`config.mk`:
```
export PLATFORM = sky130hd
export DESIGN_NAME = ped_top
export DESIGN_NICKNAME = d
export VERILOG_FILES = /design/src/ped_pkg.sv /design/src/ped_top.sv /design/src/ped_rise_det.sv
export SDC_FILE = /design/constraint.sdc
export NUM_CORES = 1
export LEC_CHECK = 0
export BUFFER_PORTS_ARGS = -buffer_cell sky130_fd_sc_hd__buf_2
export CAP_MARGIN = 5
export CORE_AREA = 3 3 66 68
export DETAILED_ROUTE_END_ITERATION = 7
export DIE_AREA = 0 0 69 71
export PLACE_DENSITY_LB_ADDON = 0.15
export SLEW_MARGIN = 20
export SYNTH_ARGS = -nofsm -noshare
export SYNTH_HDL_FRONTEND = slang
export SYNTH_HIERARCHICAL = 1
export SYNTH_SLANG_ARGS = --single-unit
```
`constraint.sdc`:
```
create_clock -name clk_sys -period 1.5 [get_ports clk_sys]
set_input_delay 0.3 -clock clk_sys [delete_from_list [all_inputs] [get_ports clk_sys]]
set_output_delay 0.3 -clock clk_sys [all_outputs]
set_load 0.02 [all_outputs]
```
`src/ped_pkg.sv`:
```
package ped_pkg;

    // APB register map (byte addresses)
    localparam logic [7:0] PED_ADDR_ENH = 8'h00;
    localparam logic [7:0] PED_ADDR_STATUS = 8'h04;
    localparam logic [7:0] PED_ADDR_EVENT = 8'h08;

    localparam int PED_ENH_W = 8;

    // Enhancement control fields
    localparam int PED_ENH_PWRDN_BIT = 3;
    localparam int PED_ENH_CNTLD_BIT = 4;
    localparam int PED_ENH_MODSEL_BIT = 5;
    localparam int PED_ENH_PRESC_BIT = 6;
    localparam int PED_ENH_DIVOFF_BIT = 7;
    localparam logic [7:0] PED_ENH_RESET = 8'h00;
    localparam logic [7:0] PED_ENH_USED_MASK = 8'hF8;

    // Status fields
    localparam int PED_ST_LOCK_BIT = 0;
    localparam int PED_ST_UP_BIT = 1;
    localparam int PED_ST_DOWN_BIT = 2;
    localparam int PED_ST_PWRDN_BIT = 3;
    localparam int PED_ST_CNTLD_BIT = 4;
    localparam int PED_ST_DIAG_BIT = 5;
    localparam int PED_ST_ENHACT_BIT = 6;

    // Sticky event fields, write one to clear
    localparam int PED_EV_UP_BIT = 0;
    localparam int PED_EV_DOWN_BIT = 1;
    localparam int PED_EV_W = 2;

    localparam logic [31:0] PED_ZERO_WORD = 32'h0000_0000;

    // Edge detector lanes
    localparam int PED_EDGE_N = 2;
    localparam int PED_LANE_MAIN = 0;
    localparam int PED_LANE_REF = 1;

    typedef enum logic [1:0] {
        PED_DIAG_LOW = 2'b00,
        PED_DIAG_MODSEL = 2'b01,
        PED_DIAG_PRESC = 2'b10
    } ped_diag_sel_t;

    typedef struct packed {
        logic div_off;
        logic presc_out;
        logic modsel_out;
        logic cnt_load;
        logic pwr_down;
    } ped_ctrl_t;

    typedef struct packed {
        logic up;
        logic down;
    } ped_pfd_t;

endpackage

```
`src/ped_top.sv`:
```
// Implementation choices: the address map and the APB interface to the registers.
`timescale 1ns/10ps
module ped_top
    import ped_pkg::*;
(
    input wire logic clk_sys, // System clock, 250 MHz
    input wire logic rst, // Async reset, active high
    input wire logic psel, // APB select
    input wire logic penable, // APB enable
    input wire logic pwrite, // APB direction
    input wire logic [7:0] paddr, // APB byte address
    input wire logic [31:0] pwdata, // APB write data
    input wire logic [3:0] pstrb, // APB byte strobes
    output logic [31:0] prdata, // APB read data
    output logic pready, // APB ready
    output logic pslverr, // APB error on unmapped address
    input wire logic enh_en_n, // Enhancement enable, active low
    input wire logic main_div_clk, // Main divider output
    input wire logic ref_div_clk, // Reference divider output
    input wire logic modulus_select, // Internal prescaler modulus select
    input wire logic presc_raw, // Raw prescaler output
    output logic pump_up_n, // Up pulse, active low
    output logic pump_down_n, // Down pulse, active low
    output logic integ_node, // Integration node drive
    output logic lock_detect_o, // Lock detect pin level when driven
    output logic lock_detect_oe, // Lock detect pin pulls low
    output logic main_div_out, // Main divided clock out
    output logic ref_div_out, // Reference divided clock out
    output logic diag_out, // Diagnostic output pin
    output logic cnt_load, // Continuous counter load request
    output logic pwr_down // Power-down to analog and counters
);

    // Register state
    logic [PED_ENH_W-1:0] enh_q;
    logic [PED_EV_W-1:0] event_q;
    logic [PED_EV_W-1:0] event_d;
    typedef enum logic [1:0] {
        PED_PFD_IDLE = 2'b00,
        PED_PFD_UP = 2'b01,
        PED_PFD_DOWN = 2'b10
    } ped_pfd_state_t;
    ped_pfd_state_t pfd_state_q;
    ped_pfd_state_t pfd_state_d;
    ped_pfd_t pfd_d;
    logic [31:0] prdata_q;
    logic pready_q;
    logic pslverr_q;
    logic pump_up_n_q;
    logic pump_down_n_q;
    logic integ_node_q;
    logic lock_oe_q;
    logic lock_o_q;
    logic main_div_out_q;
    logic ref_div_out_q;
    logic diag_out_q;
    logic cnt_load_q;
    logic pwr_down_q;

    // APB decode
    wire setup_ph = psel & ~penable;
    wire access_ph = psel & penable;
    wire hit_enh = (paddr == PED_ADDR_ENH);
    wire hit_status = (paddr == PED_ADDR_STATUS);
    wire hit_event = (paddr == PED_ADDR_EVENT);
    wire addr_ok = hit_enh | hit_status | hit_event;
    wire wr_enh = access_ph & pready_q & pwrite & hit_enh & pstrb[0];
    wire wr_event = access_ph & pready_q & pwrite & hit_event & pstrb[0];

    // Enhancement decode; register holds only the used bits
    wire enh_active = ~enh_en_n;
    ped_ctrl_t ctrl;
    assign ctrl.pwr_down = enh_active & enh_q[PED_ENH_PWRDN_BIT];
    assign ctrl.cnt_load = enh_active & enh_q[PED_ENH_CNTLD_BIT];
    assign ctrl.modsel_out = enh_active & enh_q[PED_ENH_MODSEL_BIT];
    assign ctrl.presc_out = enh_active & enh_q[PED_ENH_PRESC_BIT];
    assign ctrl.div_off = enh_active & enh_q[PED_ENH_DIVOFF_BIT];

    // Diagnostic steering: modulus select has priority
    wire ped_diag_sel_t diag_sel = ctrl.modsel_out ? PED_DIAG_MODSEL :
                                   ctrl.presc_out ? PED_DIAG_PRESC : PED_DIAG_LOW;
    logic diag_d;
    always_comb begin
        case (diag_sel)
            PED_DIAG_MODSEL: diag_d = modulus_select;
            PED_DIAG_PRESC: diag_d = presc_raw;
            PED_DIAG_LOW: diag_d = 1'b0;
            default: diag_d = 1'b0;
        endcase
    end

    // Edge detection of divider outputs
    logic [PED_EDGE_N-1:0] rise;
    logic [PED_EDGE_N-1:0] div_lvl;
    assign div_lvl[PED_LANE_MAIN] = main_div_clk;
    assign div_lvl[PED_LANE_REF] = ref_div_clk;

    ped_rise_det u_rise (
        .clk_sys(clk_sys),
        .rst(rst),
        .sig_in(div_lvl),
        .rise_q(rise)
    );

    wire main_rise = rise[PED_LANE_MAIN] & ~ctrl.pwr_down;
    wire ref_rise = rise[PED_LANE_REF] & ~ctrl.pwr_down;

    // Tri-state detector: the leading edge opens a pulse, the lagging edge closes it
    always_comb begin
        pfd_state_d = pfd_state_q;
        case (pfd_state_q)
            PED_PFD_IDLE: begin
                if (ref_rise && !main_rise) begin
                    pfd_state_d = PED_PFD_UP;
                end else if (main_rise && !ref_rise) begin
                    pfd_state_d = PED_PFD_DOWN;
                end
            end
            PED_PFD_UP: begin
                if (main_rise) begin
                    pfd_state_d = PED_PFD_IDLE;
                end
            end
            PED_PFD_DOWN: begin
                if (ref_rise) begin
                    pfd_state_d = PED_PFD_IDLE;
                end
            end
            default: begin
                pfd_state_d = PED_PFD_IDLE;
            end
        endcase
        // Power-down drops a half-finished pulse rather than let it stretch
        if (ctrl.pwr_down) begin
            pfd_state_d = PED_PFD_IDLE;
        end
    end
    assign pfd_d.up = (pfd_state_d == PED_PFD_UP);
    assign pfd_d.down = (pfd_state_d == PED_PFD_DOWN);

    // Sticky events: a new pulse beats a clear in the same cycle
    logic [PED_EV_W-1:0] ev_set;
    always_comb begin
        ev_set = '0;
        ev_set[PED_EV_UP_BIT] = pfd_d.up;
        ev_set[PED_EV_DOWN_BIT] = pfd_d.down;
    end
    wire [PED_EV_W-1:0] ev_clr = wr_event ? pwdata[PED_EV_W-1:0] : {PED_EV_W{1'b0}};
    assign event_d = ev_set | (event_q & ~ev_clr);

    // Status word, one field per bit position
    logic [31:0] status_word;
    always_comb begin
        status_word = PED_ZERO_WORD;
        status_word[PED_ST_LOCK_BIT] = ~lock_oe_q;
        status_word[PED_ST_UP_BIT] = ~pump_up_n_q;
        status_word[PED_ST_DOWN_BIT] = ~pump_down_n_q;
        status_word[PED_ST_PWRDN_BIT] = pwr_down_q;
        status_word[PED_ST_CNTLD_BIT] = cnt_load_q;
        status_word[PED_ST_DIAG_BIT] = diag_out_q;
        status_word[PED_ST_ENHACT_BIT] = enh_active;
    end

    wire [31:0] rd_mux = hit_status ? status_word :
                         hit_event ? {30'h0000_0000, event_q} : PED_ZERO_WORD;

    // APB slave: one wait-free access, data registered in setup
    wire pready_d = setup_ph;
    wire pslverr_d = setup_ph & ~addr_ok;
    wire [31:0] prdata_d = (setup_ph & ~pwrite) ? rd_mux : PED_ZERO_WORD;

    always_ff @(posedge clk_sys or posedge rst) begin
        if (rst) begin
            pready_q <= 1'b0;
        end else begin
            pready_q <= pready_d;
        end
    end

    always_ff @(posedge clk_sys or posedge rst) begin
        if (rst) begin
            pslverr_q <= 1'b0;
        end else begin
            pslverr_q <= pslverr_d;
        end
    end

    // Read data stays zero outside a read access, so nothing stale reaches the bus
    always_ff @(posedge clk_sys or posedge rst) begin
        if (rst) begin
            prdata_q <= PED_ZERO_WORD;
        end else begin
            prdata_q <= prdata_d;
        end
    end

    // Enhancement register keeps taking writes during power-down
    always_ff @(posedge clk_sys or posedge rst) begin
        if (rst) begin
            enh_q <= PED_ENH_RESET;
        end else if (wr_enh) begin
            enh_q <= pwdata[PED_ENH_W-1:0] & PED_ENH_USED_MASK;
        end
    end

    always_ff @(posedge clk_sys or posedge rst) begin
        if (rst) begin
            pfd_state_q <= PED_PFD_IDLE;
        end else begin
            pfd_state_q <= pfd_state_d;
        end
    end

    always_ff @(posedge clk_sys or posedge rst) begin
        if (rst) begin
            event_q <= '0;
        end else begin
            event_q <= event_d;
        end
    end

    // Pump, node and lock outputs; idle high means no correction
    wire up_n_d = ~pfd_d.up;
    wire down_n_d = ~pfd_d.down;
    wire integ_node_d = ~(up_n_d & down_n_d);
    // Comparator inverts the node, so the pin is pulled low exactly while a pump is active
    wire lock_oe_d = ~(up_n_d & down_n_d);

    always_ff @(posedge clk_sys or posedge rst) begin
        if (rst) begin
            pump_up_n_q <= 1'b1;
        end else begin
            pump_up_n_q <= up_n_d;
        end
    end

    always_ff @(posedge clk_sys or posedge rst) begin
        if (rst) begin
            pump_down_n_q <= 1'b1;
        end else begin
            pump_down_n_q <= down_n_d;
        end
    end

    always_ff @(posedge clk_sys or posedge rst) begin
        if (rst) begin
            integ_node_q <= 1'b0;
        end else begin
            integ_node_q <= integ_node_d;
        end
    end

    always_ff @(posedge clk_sys or posedge rst) begin
        if (rst) begin
            lock_oe_q <= 1'b0;
        end else begin
            lock_oe_q <= lock_oe_d;
        end
    end

    // Open drain: the driven level is always low, only the enable moves
    always_ff @(posedge clk_sys or posedge rst) begin
        if (rst) begin
            lock_o_q <= 1'b0;
        end else begin
            lock_o_q <= 1'b0;
        end
    end

    // Enhancement-driven outputs; power-down silences the divided clocks too
    wire div_gate = ~ctrl.div_off & ~ctrl.pwr_down;
    wire main_div_out_d = main_div_clk & div_gate;
    wire ref_div_out_d = ref_div_clk & div_gate;
    wire diag_out_d = diag_d & ~ctrl.pwr_down;

    always_ff @(posedge clk_sys or posedge rst) begin
        if (rst) begin
            main_div_out_q <= 1'b0;
        end else begin
            main_div_out_q <= main_div_out_d;
        end
    end

    always_ff @(posedge clk_sys or posedge rst) begin
        if (rst) begin
            ref_div_out_q <= 1'b0;
        end else begin
            ref_div_out_q <= ref_div_out_d;
        end
    end

    always_ff @(posedge clk_sys or posedge rst) begin
        if (rst) begin
            diag_out_q <= 1'b0;
        end else begin
            diag_out_q <= diag_out_d;
        end
    end

    always_ff @(posedge clk_sys or posedge rst) begin
        if (rst) begin
            cnt_load_q <= 1'b0;
        end else begin
            cnt_load_q <= ctrl.cnt_load;
        end
    end

    always_ff @(posedge clk_sys or posedge rst) begin
        if (rst) begin
            pwr_down_q <= 1'b0;
        end else begin
            pwr_down_q <= ctrl.pwr_down;
        end
    end

    assign prdata = prdata_q;
    assign pready = pready_q;
    assign pslverr = pslverr_q;
    assign pump_up_n = pump_up_n_q;
    assign pump_down_n = pump_down_n_q;
    assign integ_node = integ_node_q;
    assign lock_detect_o = lock_o_q;
    assign lock_detect_oe = lock_oe_q;
    assign main_div_out = main_div_out_q;
    assign ref_div_out = ref_div_out_q;
    assign diag_out = diag_out_q;
    assign cnt_load = cnt_load_q;
    assign pwr_down = pwr_down_q;

endmodule

```
`src/ped_rise_det.sv`:
```
`timescale 1ns/10ps
module ped_rise_det
    import ped_pkg::*;
(
    input wire logic clk_sys, // System clock
    input wire logic rst, // Async reset, active high
    input wire logic [PED_EDGE_N-1:0] sig_in, // Sampled levels
    output logic [PED_EDGE_N-1:0] rise_q // One-cycle rise pulse
);
    logic [PED_EDGE_N-1:0] prev_q;

    genvar i;
    generate
        for (i = 0; i < PED_EDGE_N; i++) begin : g_lane
            always_ff @(posedge clk_sys or posedge rst) begin
                if (rst) begin
                    prev_q[i] <= 1'b0;
                    rise_q[i] <= 1'b0;
                end else begin
                    prev_q[i] <= sig_in[i];
                    rise_q[i] <= sig_in[i] & ~prev_q[i];
                end
            end
        end
    endgenerate
endmodule

```
==> results of run 1 <==
## area by class of cell
cell class / instances / area (µm²)
flip-flops and latches: 30 / 753.2
inverters: 7 / 26.28
clock buffers: 7 / 86.33
repair buffers: 59 / 344.1
multi-input cells: 76 / 510.5
clock inverters: 1 / 5.005
fillers: 399 / 2126
well taps: 50 / 62.56
## critical path: stages
cell                     delay [ps]
sky130_fd_sc_hd__buf_6           90
sky130_fd_sc_hd__or4_4          580
sky130_fd_sc_hd__nor4_4         170
sky130_fd_sc_hd__buf_4          190
sky130_fd_sc_hd__mux2_2         330
## state kept, by name, indices dropped and copies added (netlist names), 2 cells and up
name,flops
u_rise/rise_q,2
enh_q,5
event_q,2
u_rise/prev_q,2
prdata,7
pfd_state_q,2
## timing repair
action / in CTS / in global routing
resized for setup: 5 / 5
hold buffers: 1 / 0
setup buffers: 1 / 1
setup endpoints to repair: 7 / 8
endpoints found under the hold margin: 4 / 0
pin swaps: 0 / 0
## cells by family after synthesis
kind of cell               Yosys count  synth area share
and+or+nand+nor                     36            0.1782
buffers and inverters               34            0.1680
DFF                                 30            0.5528
AOI/OAI and AO/OA                    7           0.03857
muxes                                5           0.04132
adders and majority gates            2           0.01836
other                                1          0.002752
## power breakdown
group | switching [mW] | internal, mW
Clock | 0.268 | 0.369
Combinational | 0.188 | 0.118
Sequential | 0.0232 | 0.851
## stage by stage
step	area [µm²]	cells	utilization
final	1788	230	0.4568
after global routing	1788	230	0.4568
after CTS	1752	229	0.4476
after detailed placement	1629	219	0.4162
after global placement	1629	219	0.4162
after floorplan	1456	140	-
## routing by layer
layer / wire length (µm) / up-vias / global-route usage
li1: - / 454 / -
met1: 1020 / 444 / 0.1243
met2: 1441 / 43 / 0.2119
met3: 258 / 2 / 0.04688
met4: 23 / 0 / 0.05857
met5: 0 / - / 0
## how the worst max path moves through the flow
stage	start	endpoint	slack, ps
global placement	paddr[5]	enh_q[6]	-260
global route	paddr[5]	enh_q[6]	-40
CTS	paddr[5]	enh_q[5]	-10
detailed placement	paddr[5]	enh_q[5]	-290
floorplan	paddr[5]	enh_q[3]	-110
finish	paddr[5]	enh_q[5]	-3
## Yosys cell counts
cell,n,area (µm²)
sky130_fd_sc_hd__conb_1,1,3.750
sky130_fd_sc_hd__or3b_2,1,8.760
sky130_fd_sc_hd__nor2_1,7,26.28
sky130_fd_sc_hd__ha_1,2,25.02
sky130_fd_sc_hd__dfrtp_1,28,700.7
sky130_fd_sc_hd__inv_1,7,26.28
sky130_fd_sc_hd__nor4_1,3,18.77
sky130_fd_sc_hd__buf_4,27,202.7
sky130_fd_sc_hd__mux2_2,5,56.30
sky130_fd_sc_hd__or2_2,1,6.260
sky130_fd_sc_hd__or4_1,1,7.510
sky130_fd_sc_hd__dfstp_2,2,52.55
sky130_fd_sc_hd__a31oi_1,2,12.51
sky130_fd_sc_hd__a211oi_1,1,7.510
sky130_fd_sc_hd__nor3_1,2,10.01
sky130_fd_sc_hd__nand3b_1,2,15.01
sky130_fd_sc_hd__nor2b_1,4,25.02
sky130_fd_sc_hd__or3_1,1,6.260
sky130_fd_sc_hd__a21boi_0,1,7.510
sky130_fd_sc_hd__nand3_1,1,5.000
sky130_fd_sc_hd__and2_1,5,31.28
sky130_fd_sc_hd__or4_4,1,11.26
sky130_fd_sc_hd__o21bai_1,1,7.510
sky130_fd_sc_hd__nor2b_4,2,27.53
sky130_fd_sc_hd__nor4_4,1,21.27
sky130_fd_sc_hd__nand2b_1,1,6.260
sky130_fd_sc_hd__nand2_1,2,7.510
sky130_fd_sc_hd__nand4b_1,1,8.760
sky130_fd_sc_hd__a2bb2oi_1,2,17.52
==> summary.md, run 1 <==
• 2 — Clock H-tree levels
• 11.93 µm — routed len/inst
• 0 — Hold Fails Final Rpt
• 1.002 — period utilisation layout
• 2.169 mm — HPWL after detailed placement
• 6 — warnings from Yosys
• -292.2 ps — pre-CTS setup slack
• 69 µm — Die Span X
• 6 — reg2reg path depth
• 1017 nW/µm² — P per Cell Area
• 0 — count of max-cap constraint violations
• 30 — flip-flop and latch count after synthesis
• 2 — number of buffers between clock root and the deepest sink
• 4.100 — routed via count divided by cell count
• register — sort of element at the end of the critical path
• 23 — number of placement rows
• 5 — critical path peak fanout
• 3.333 ps — final clock skew
• 98 — I/O pins
• 0.6651 GHz — Achievable Freq
• done — CTS tree
• 43 — count of input and output buffers
• 115 — cell count after synthesis
• 11.85 µm² — Mean Syn Cell Area
• 0 — drt drc
• 0 — global route total overflow
• 0.1200 — global-route usage over all layers
• primary input to register — critical setup path kind
• 60 ps — clock transition at the registers of the reported paths
• 3914 µm² — placeable core region
• 1660 ps — CP Data Arrival Time
• 27 — maximum number of pins on one net before global-route repair
• 30 — TritonCTS sink count
• primary input — Worst setup SP type
• 1.818 mW — post-layout total power
• 30 ps — setup slack of the most critical reg-to-reg path
• 4 — iteration count of the initial detailed-routing pass
• 0.8062 — GP Congestion
• 2.743 mm — drt total wl
• 4.623 mm — global-route wire length before repair
• 5 — Num CTS Buffers
• 0.9547 nW — leakage dissipation
• 1 — Min-Delay Path Depth
• 0.5528 — portion of the post-synthesis area used by sequential elements
• 270 ps — Skew-Pair Late Insertion Delay
• complete, but fails checks — outcome
• 1650 ps — data required time at the worst endpoint
• 1 — number of setup violations in the final report
• 0 — number of antenna violations at the first check in global routing
• enh_q[3] — startpoint of the worst register-to-register path
• 457.8 µV — Peak VDD IR
• negative setup slack — violations in the final reports
• 32 — First DRT Iteration DRCs
• -3.477 ps — setup TNS
• 31.22% — layout overhead on the synthesized area
• 1010 — via count of the first global-routing pass
• true — setup repair after global routing missed its margin
• main_div_clk — Hold Startpoint
• 165.8 ps — hold_ws
• 4899 µm² — die area
• u_rise/prev_q[0] — hold worst-path end
• 71 µm — floorplan die height
• 0 — count of final max-slew check failures
• 42 x sky130_fd_sc_hd__buf_2, 28 x sky130_fd_sc_hd__dfrtp_1, 26 x sky130_fd_sc_hd__conb_1 — most used cells in the layout excluding fill and tap cells
• 0 — Ant. Diodes
• 0 — residual antenna-violating net count after detailed routing
• 235 — Nets
• sky130_fd_sc_hd__buf_2 — most frequent standard cell in the layout excluding fill and tap cells
• event_q[1] — end of the worst register-to-register path
• -3.477 ps — final setup margin
• 1363 µm² — total standard cell area after synthesis
• 0.3481 — Initial Utilization
• 29 — Distinct cells, synth
• 943 — number of vias in the routed layout
• 1503 ps — time the final worst path needs with I/O delays and setup
• 0.4667 — share of final-layout standard cells stronger than drive strength 1
• sky130_fd_sc_hd__clkbuf_8 — buffer type at the clock tree root
• primary input to register — Tightest Hold Check Type
Power figures use the tool's default switching activity.
==> run 2: changes to the inputs <==
Settings changed: HOLD_SLACK_MARGIN set to 0.02, SETUP_SLACK_MARGIN set to 0.4.
==> run 2 against run 1 <==
The run now ends clean; total power grew 7.6%; final cell count is 2.6% higher; critical path type unchanged; via count rose by 4.7%; routed wire length increased by 8.2%; maximum frequency is 3.4% higher; register-to-register slack better by 30 ps; clock skew is 2.0 ps higher; critical endpoint is now enh_q[7]; die area did not move.
==> summary.md, run 2 (synthesis gave the netlist of run 1 again) <==
• 1.421 mW — Internal
• 0.1229 — global-route usage over all layers
• 220 — count of placed standard cells including taps
• 0.9690 — period utilisation layout
• 1453 ps — time the final worst path needs with I/O delays and setup
• true — setup repair after global routing missed its margin
• 4.802 mm — global-route wire length before repair
• 1660 ps — data required time at the worst endpoint
• buf_6 > or4_4 > nor4_4 > buf_6 > mux2_4 — crit-path cells
• 518.9 µV — Peak VDD IR
• 570 ps — biggest cell delay along the critical path
• 69 µm — Die Span X
• 236 — Final Non-Filler Cells
• 2.967 mm — drt total wl
• 1688 µm² — instance area after placement
• -262.0 ps — pre-CTS setup slack
• 2061 µm² — design area
• 33 — First DRT Iteration DRCs
• finished, final reports clean — outcome
• 0 — residual antenna-violating net count after detailed routing
• sky130_fd_sc_hd__clkbuf_8 — buffer type at the clock tree root
• 0.5355 mW — Psw
• 241 — Nets
• 0 — count of final max-slew check failures
• 23 — number of placement rows
• 1035 — via count of the first global-routing pass
• 4 — iteration count of the initial detailed-routing pass
• 7 — flip-flop count of the largest register after layout
• primary input to register — Tightest Hold Check Type
• primary input — Worst setup SP type
• 0.5699 — share of final-layout standard cells stronger than drive strength 1
• 0.7947 — GP Congestion
• sky130_fd_sc_hd__or4_4 — cell with the biggest individual delay on the critical path
• 60 ps — setup slack of the most critical reg-to-reg path
• 3914 µm² — placeable core region
• 30 — TritonCTS sink count
• sky130_fd_sc_hd__dfrtp_1 — most frequent standard cell in the layout excluding fill and tap cells
• 4.182 — routed via count divided by cell count
• 43 — count of input and output buffers
• 1610 ps — CP Data Arrival Time
• 0.6880 GHz — Achievable Freq
• 1.024 nW — leakage dissipation
• 0 — count of max-cap constraint violations
• 5 — Num CTS Buffers
• 46.52 ps — final setup margin
• register — sort of element at the end of the critical path
• 0 — global route total overflow
• 5 — critical path peak fanout
• 0 — number of antenna violations at the first check in global routing
• 60 ps — clock transition at the registers of the reported paths
• 12.57 µm — routed len/inst
• 0 — number of setup violations in the final report
• 0.216 — Gate power share
• 0.3481 — Initial Utilization
• 949.5 nW/µm² — P per Cell Area
• 2 — Clock H-tree levels
• 71 µm — floorplan die height
• 2 — number of buffers between clock root and the deepest sink
• 270 ps — Skew-Pair Late Insertion Delay
• 0 — Ant. Diodes
• 16 — maximum number of pins on one net before global-route repair
• 51.24% — layout overhead on the synthesized area
• 2.253 mm — HPWL after detailed placement
• sky130_fd_sc_hd__buf_6 — library cell appearing most often on the critical path
• 0 — drt drc
• 28 x sky130_fd_sc_hd__dfrtp_1, 26 x sky130_fd_sc_hd__conb_1, 25 x sky130_fd_sc_hd__buf_2 — most used cells in the layout excluding fill and tap cells
• 163.0 ps — hold_ws
• 1.957 mW — post-layout total power
• 0.335 — clock network power share
• 5.308 ps — final clock skew
• 4899 µm² — die area
• 0 — Hold Fails Final Rpt
• 987 — number of vias in the routed layout
• 0.449 — power share of the sequential group
• done — CTS tree
• 0.5265 — fin util
• primary input to register — critical setup path kind
• 98 — I/O pins
• 0.2737 — net switching fraction of the power
• 0 ps — setup TNS
-- run 2: critical path, delay by kind of cell --
kind | cells | cell delay [ps]
AND/OR/NAND/NOR | 2 | 740
buffers and inverters | 2 | 260
multiplexers | 1 | 300
-- run 2: power groups by stage --
stage | Combinational, mW | Sequential [mW] | Clock [mW]
after floorplan | 0.236 | 0.915 | 0
final | 0.422 | 0.879 | 0.655
after CTS | 0.391 | 0.877 | 0.674
after global routing | 0.455 | 0.882 | 0.718
after detailed placement | 0.314 | 0.888 | 0
after global placement | 0.308 | 0.888 | 0
-- run 2: path summary, 6_finish.rpt --
path | start | endpoint | cells after the start
setup / recovery | paddr[6] | enh_q[7] | 5
hold / removal | ref_div_clk | u_rise/prev_q[1] | 1
setup reg to reg | enh_q[3] | event_q[1] | 6
hold reg to reg | u_rise/prev_q[0] | u_rise/rise_q[0] | 1
max in group asynchronous | rst | pump_up_n | 4
min in group asynchronous | rst | u_rise/prev_q[0] | 3
-- run 2: cell type report --
class	instances	area, µm²
Tap cell	50	62.56
Clock buffer	7	86.33
Timing Repair Buffer	65	510.5
Sequential cell	30	753.2
Clock inverter	1	5.005
Multi-Input combinational cell	76	611.8
Inverter	7	31.28
Fill cell	367	1853
-- run 2: metal layers --
layer,routed length (µm),vias up,track usage
met5,0,-,0
met4,30,0,0.03905
met3,271,6,0.06534
met2,1536,46,0.2002
met1,1128,470,0.1393
li1,-,465,-
-- run 2: timing repair --
action                                  4_1_cts  5_1_grt
gates resized for setup                      27       36
hold endpoints to repair                      4        0
hold buffers                                  1        0
pin swaps                                     4       10
setup buffers                                 5        2
endpoints found under the setup margin       30       36
==> run 3: changes to the inputs <==
Settings changed: BUFFER_PORTS_ARGS -buffer_cell sky130_fd_sc_hd__buf_2 to -buffer_cell sky130_fd_sc_hd__clkbuf_2, SETUP_SLACK_MARGIN 0.4 to unset.
==> run 3 against run 2 <==
Maximum frequency down 0.92%; critical endpoint is now enh_q[6]; non-clock buffer count fell by 6; first-iteration DRC count fell by 21%; largest power group unchanged; largest cell class unchanged; utilization down 7.3 points.
==> summary.md, run 3 (synthesis gave the netlist of run 1 again) <==
• 0 — number of setup violations in the final report
• finished, final reports clean — outcome
• 11.21 µm — routed len/inst
• 0 — global route total overflow
• 1777 µm² — design area
• 43 x sky130_fd_sc_hd__clkbuf_2, 28 x sky130_fd_sc_hd__dfrtp_1, 26 x sky130_fd_sc_hd__conb_1 — most used cells in the layout excluding fill and tap cells
• 1629 µm² — instance area after placement
• 71 µm — floorplan die height
• 0 — count of final max-slew check failures
• 410 — fillers
• 0.4611 — share of final-layout standard cells stronger than drive strength 1
• primary input — Worst setup SP type
• 0.9780 — period utilisation layout
• primary input to register — Tightest Hold Check Type
• 0.8264 — GP Congestion
• 0.3481 — Initial Utilization
• 0 — number of antenna violations at the first check in global routing
• 43 — count of input and output buffers
• register — sort of element at the end of the critical path
• 4899 µm² — die area
• -257.8 ps — pre-CTS setup slack
• 33.03 ps — final setup margin
• 1.823 mW — post-layout total power
• 2.120 mm — HPWL after detailed placement
• 4 — iteration count of the initial detailed-routing pass
• 0 — count of max-cap constraint violations
• 3914 µm² — placeable core region
• done — CTS tree
• 2 — Clock H-tree levels
• 1660 ps — data required time at the worst endpoint
• 0 — Ant. Diodes
• 30.39% — layout overhead on the synthesized area
• 5 — critical path peak fanout
• primary input to register — critical setup path kind
• 3.718 ps — final clock skew
• sky130_fd_sc_hd__clkbuf_8 — buffer type at the clock tree root
• 23 — number of placement rows
• 4.271 mm — global-route wire length before repair
• 270 ps — Skew-Pair Late Insertion Delay
• 0 — Hold Fails Final Rpt
• 397.9 µV — Peak VDD IR
• 0.9475 nW — leakage dissipation
• 753.2 µm² — Storage cell area
• 235 — Nets
• 1467 ps — time the final worst path needs with I/O delays and setup
• 958 — via count of the first global-routing pass
• 0.1127 — global-route usage over all layers
• 26 — First DRT Iteration DRCs
• 1620 ps — CP Data Arrival Time
• 933 — number of vias in the routed layout
• 1026 nW/µm² — P per Cell Area
• sky130_fd_sc_hd__clkbuf_2 — most frequent standard cell in the layout excluding fill and tap cells
• 230 — Final Non-Filler Cells
• 0 — residual antenna-violating net count after detailed routing
• 0.6817 GHz — Achievable Freq
• 0.4540 — fin util
• 4.057 — routed via count divided by cell count
• 5 — Num CTS Buffers
• 2.579 mm — drt total wl
• 60 ps — clock transition at the registers of the reported paths
• 98 — I/O pins
• 5 — reg2reg path depth
• 2 — number of buffers between clock root and the deepest sink
• 219 — count of placed standard cells including taps
• 27 — maximum number of pins on one net before global-route repair
• 7 — flip-flop count of the largest register after layout
• 0 — drt drc
• 504.2 µm² — area of the multi-input gates
• 30 — TritonCTS sink count
• 159.0 ps — hold_ws
• 69 µm — Die Span X
• true — setup repair after global routing missed its margin
• 1 — Min-Delay Path Depth
• 0 ps — setup TNS
==> run 3: cell types whose count changed in the layout (fill, tap and decap cells not counted), moves of 3 or more <==
cell	before	now
sky130_fd_sc_hd__and2_1	2	5
sky130_fd_sc_hd__and2_4	3	0
sky130_fd_sc_hd__buf_2	25	0
sky130_fd_sc_hd__buf_6	22	0
sky130_fd_sc_hd__clkbuf_2	0	43
sky130_fd_sc_hd__mux2_2	0	5
sky130_fd_sc_hd__mux2_4	5	0
sky130_fd_sc_hd__nor2_1	3	7
==> run 3: final cells by class <==
class | count | share of cell area
Multi-Input combinational cell | 76 | 0.2838
Inverter | 7 | 0.01620
Timing Repair Buffer | 59 | 0.1901
Clock buffer | 8 | 0.05070
Sequential cell | 30 | 0.4239
Tap cell | 50 | 0.03521
==> run 3: final timing paths <==
kind	from	to	slack [ps]
max	paddr[5]	enh_q[6]	30
min	main_div_clk	u_rise/prev_q[0]	160
max reg2reg	enh_q[3]	event_q[0]	40
min reg2reg	u_rise/prev_q[0]	u_rise/rise_q[0]	450
max in group asynchronous	rst	pump_up_n	580
min in group asynchronous	rst	u_rise/prev_q[0]	450
==> run 3: power breakdown <==
group	internal (mW)	total, mW	switching, mW	leakage (nW)
Combinational	0.117	0.306	0.189	0.517
Sequential	0.851	0.873	0.0217	0.385
Clock	0.373	0.644	0.271	0.0455
==> run 3: critical path, stage by stage <==
cell and delay, ps:
sky130_fd_sc_hd__clkbuf_2 80, sky130_fd_sc_hd__or4_4 570, sky130_fd_sc_hd__nor4_4 150, sky130_fd_sc_hd__buf_4 190
sky130_fd_sc_hd__mux2_2 340
==> run 3: what timing repair did <==
action / in CTS / in global routing
gates resized for setup: 4 / 5
pin swaps: 1 / 1
endpoints found under the hold margin: 4 / 0
hold buffers: 1 / 0
buffers inserted: 2 / 0
endpoints found under the setup margin: 2 / 3
==> run 3: layer usage <==
metal | part of all wire | vias up | global-route usage
li1 | - | 452 | -
met1 | 0.38 | 433 | 0.1206
met2 | 0.51 | 44 | 0.1875
met3 | 0.097 | 4 | 0.05114
met4 | 0.015 | 0 | 0.05857
met5 | 0 | - | 0
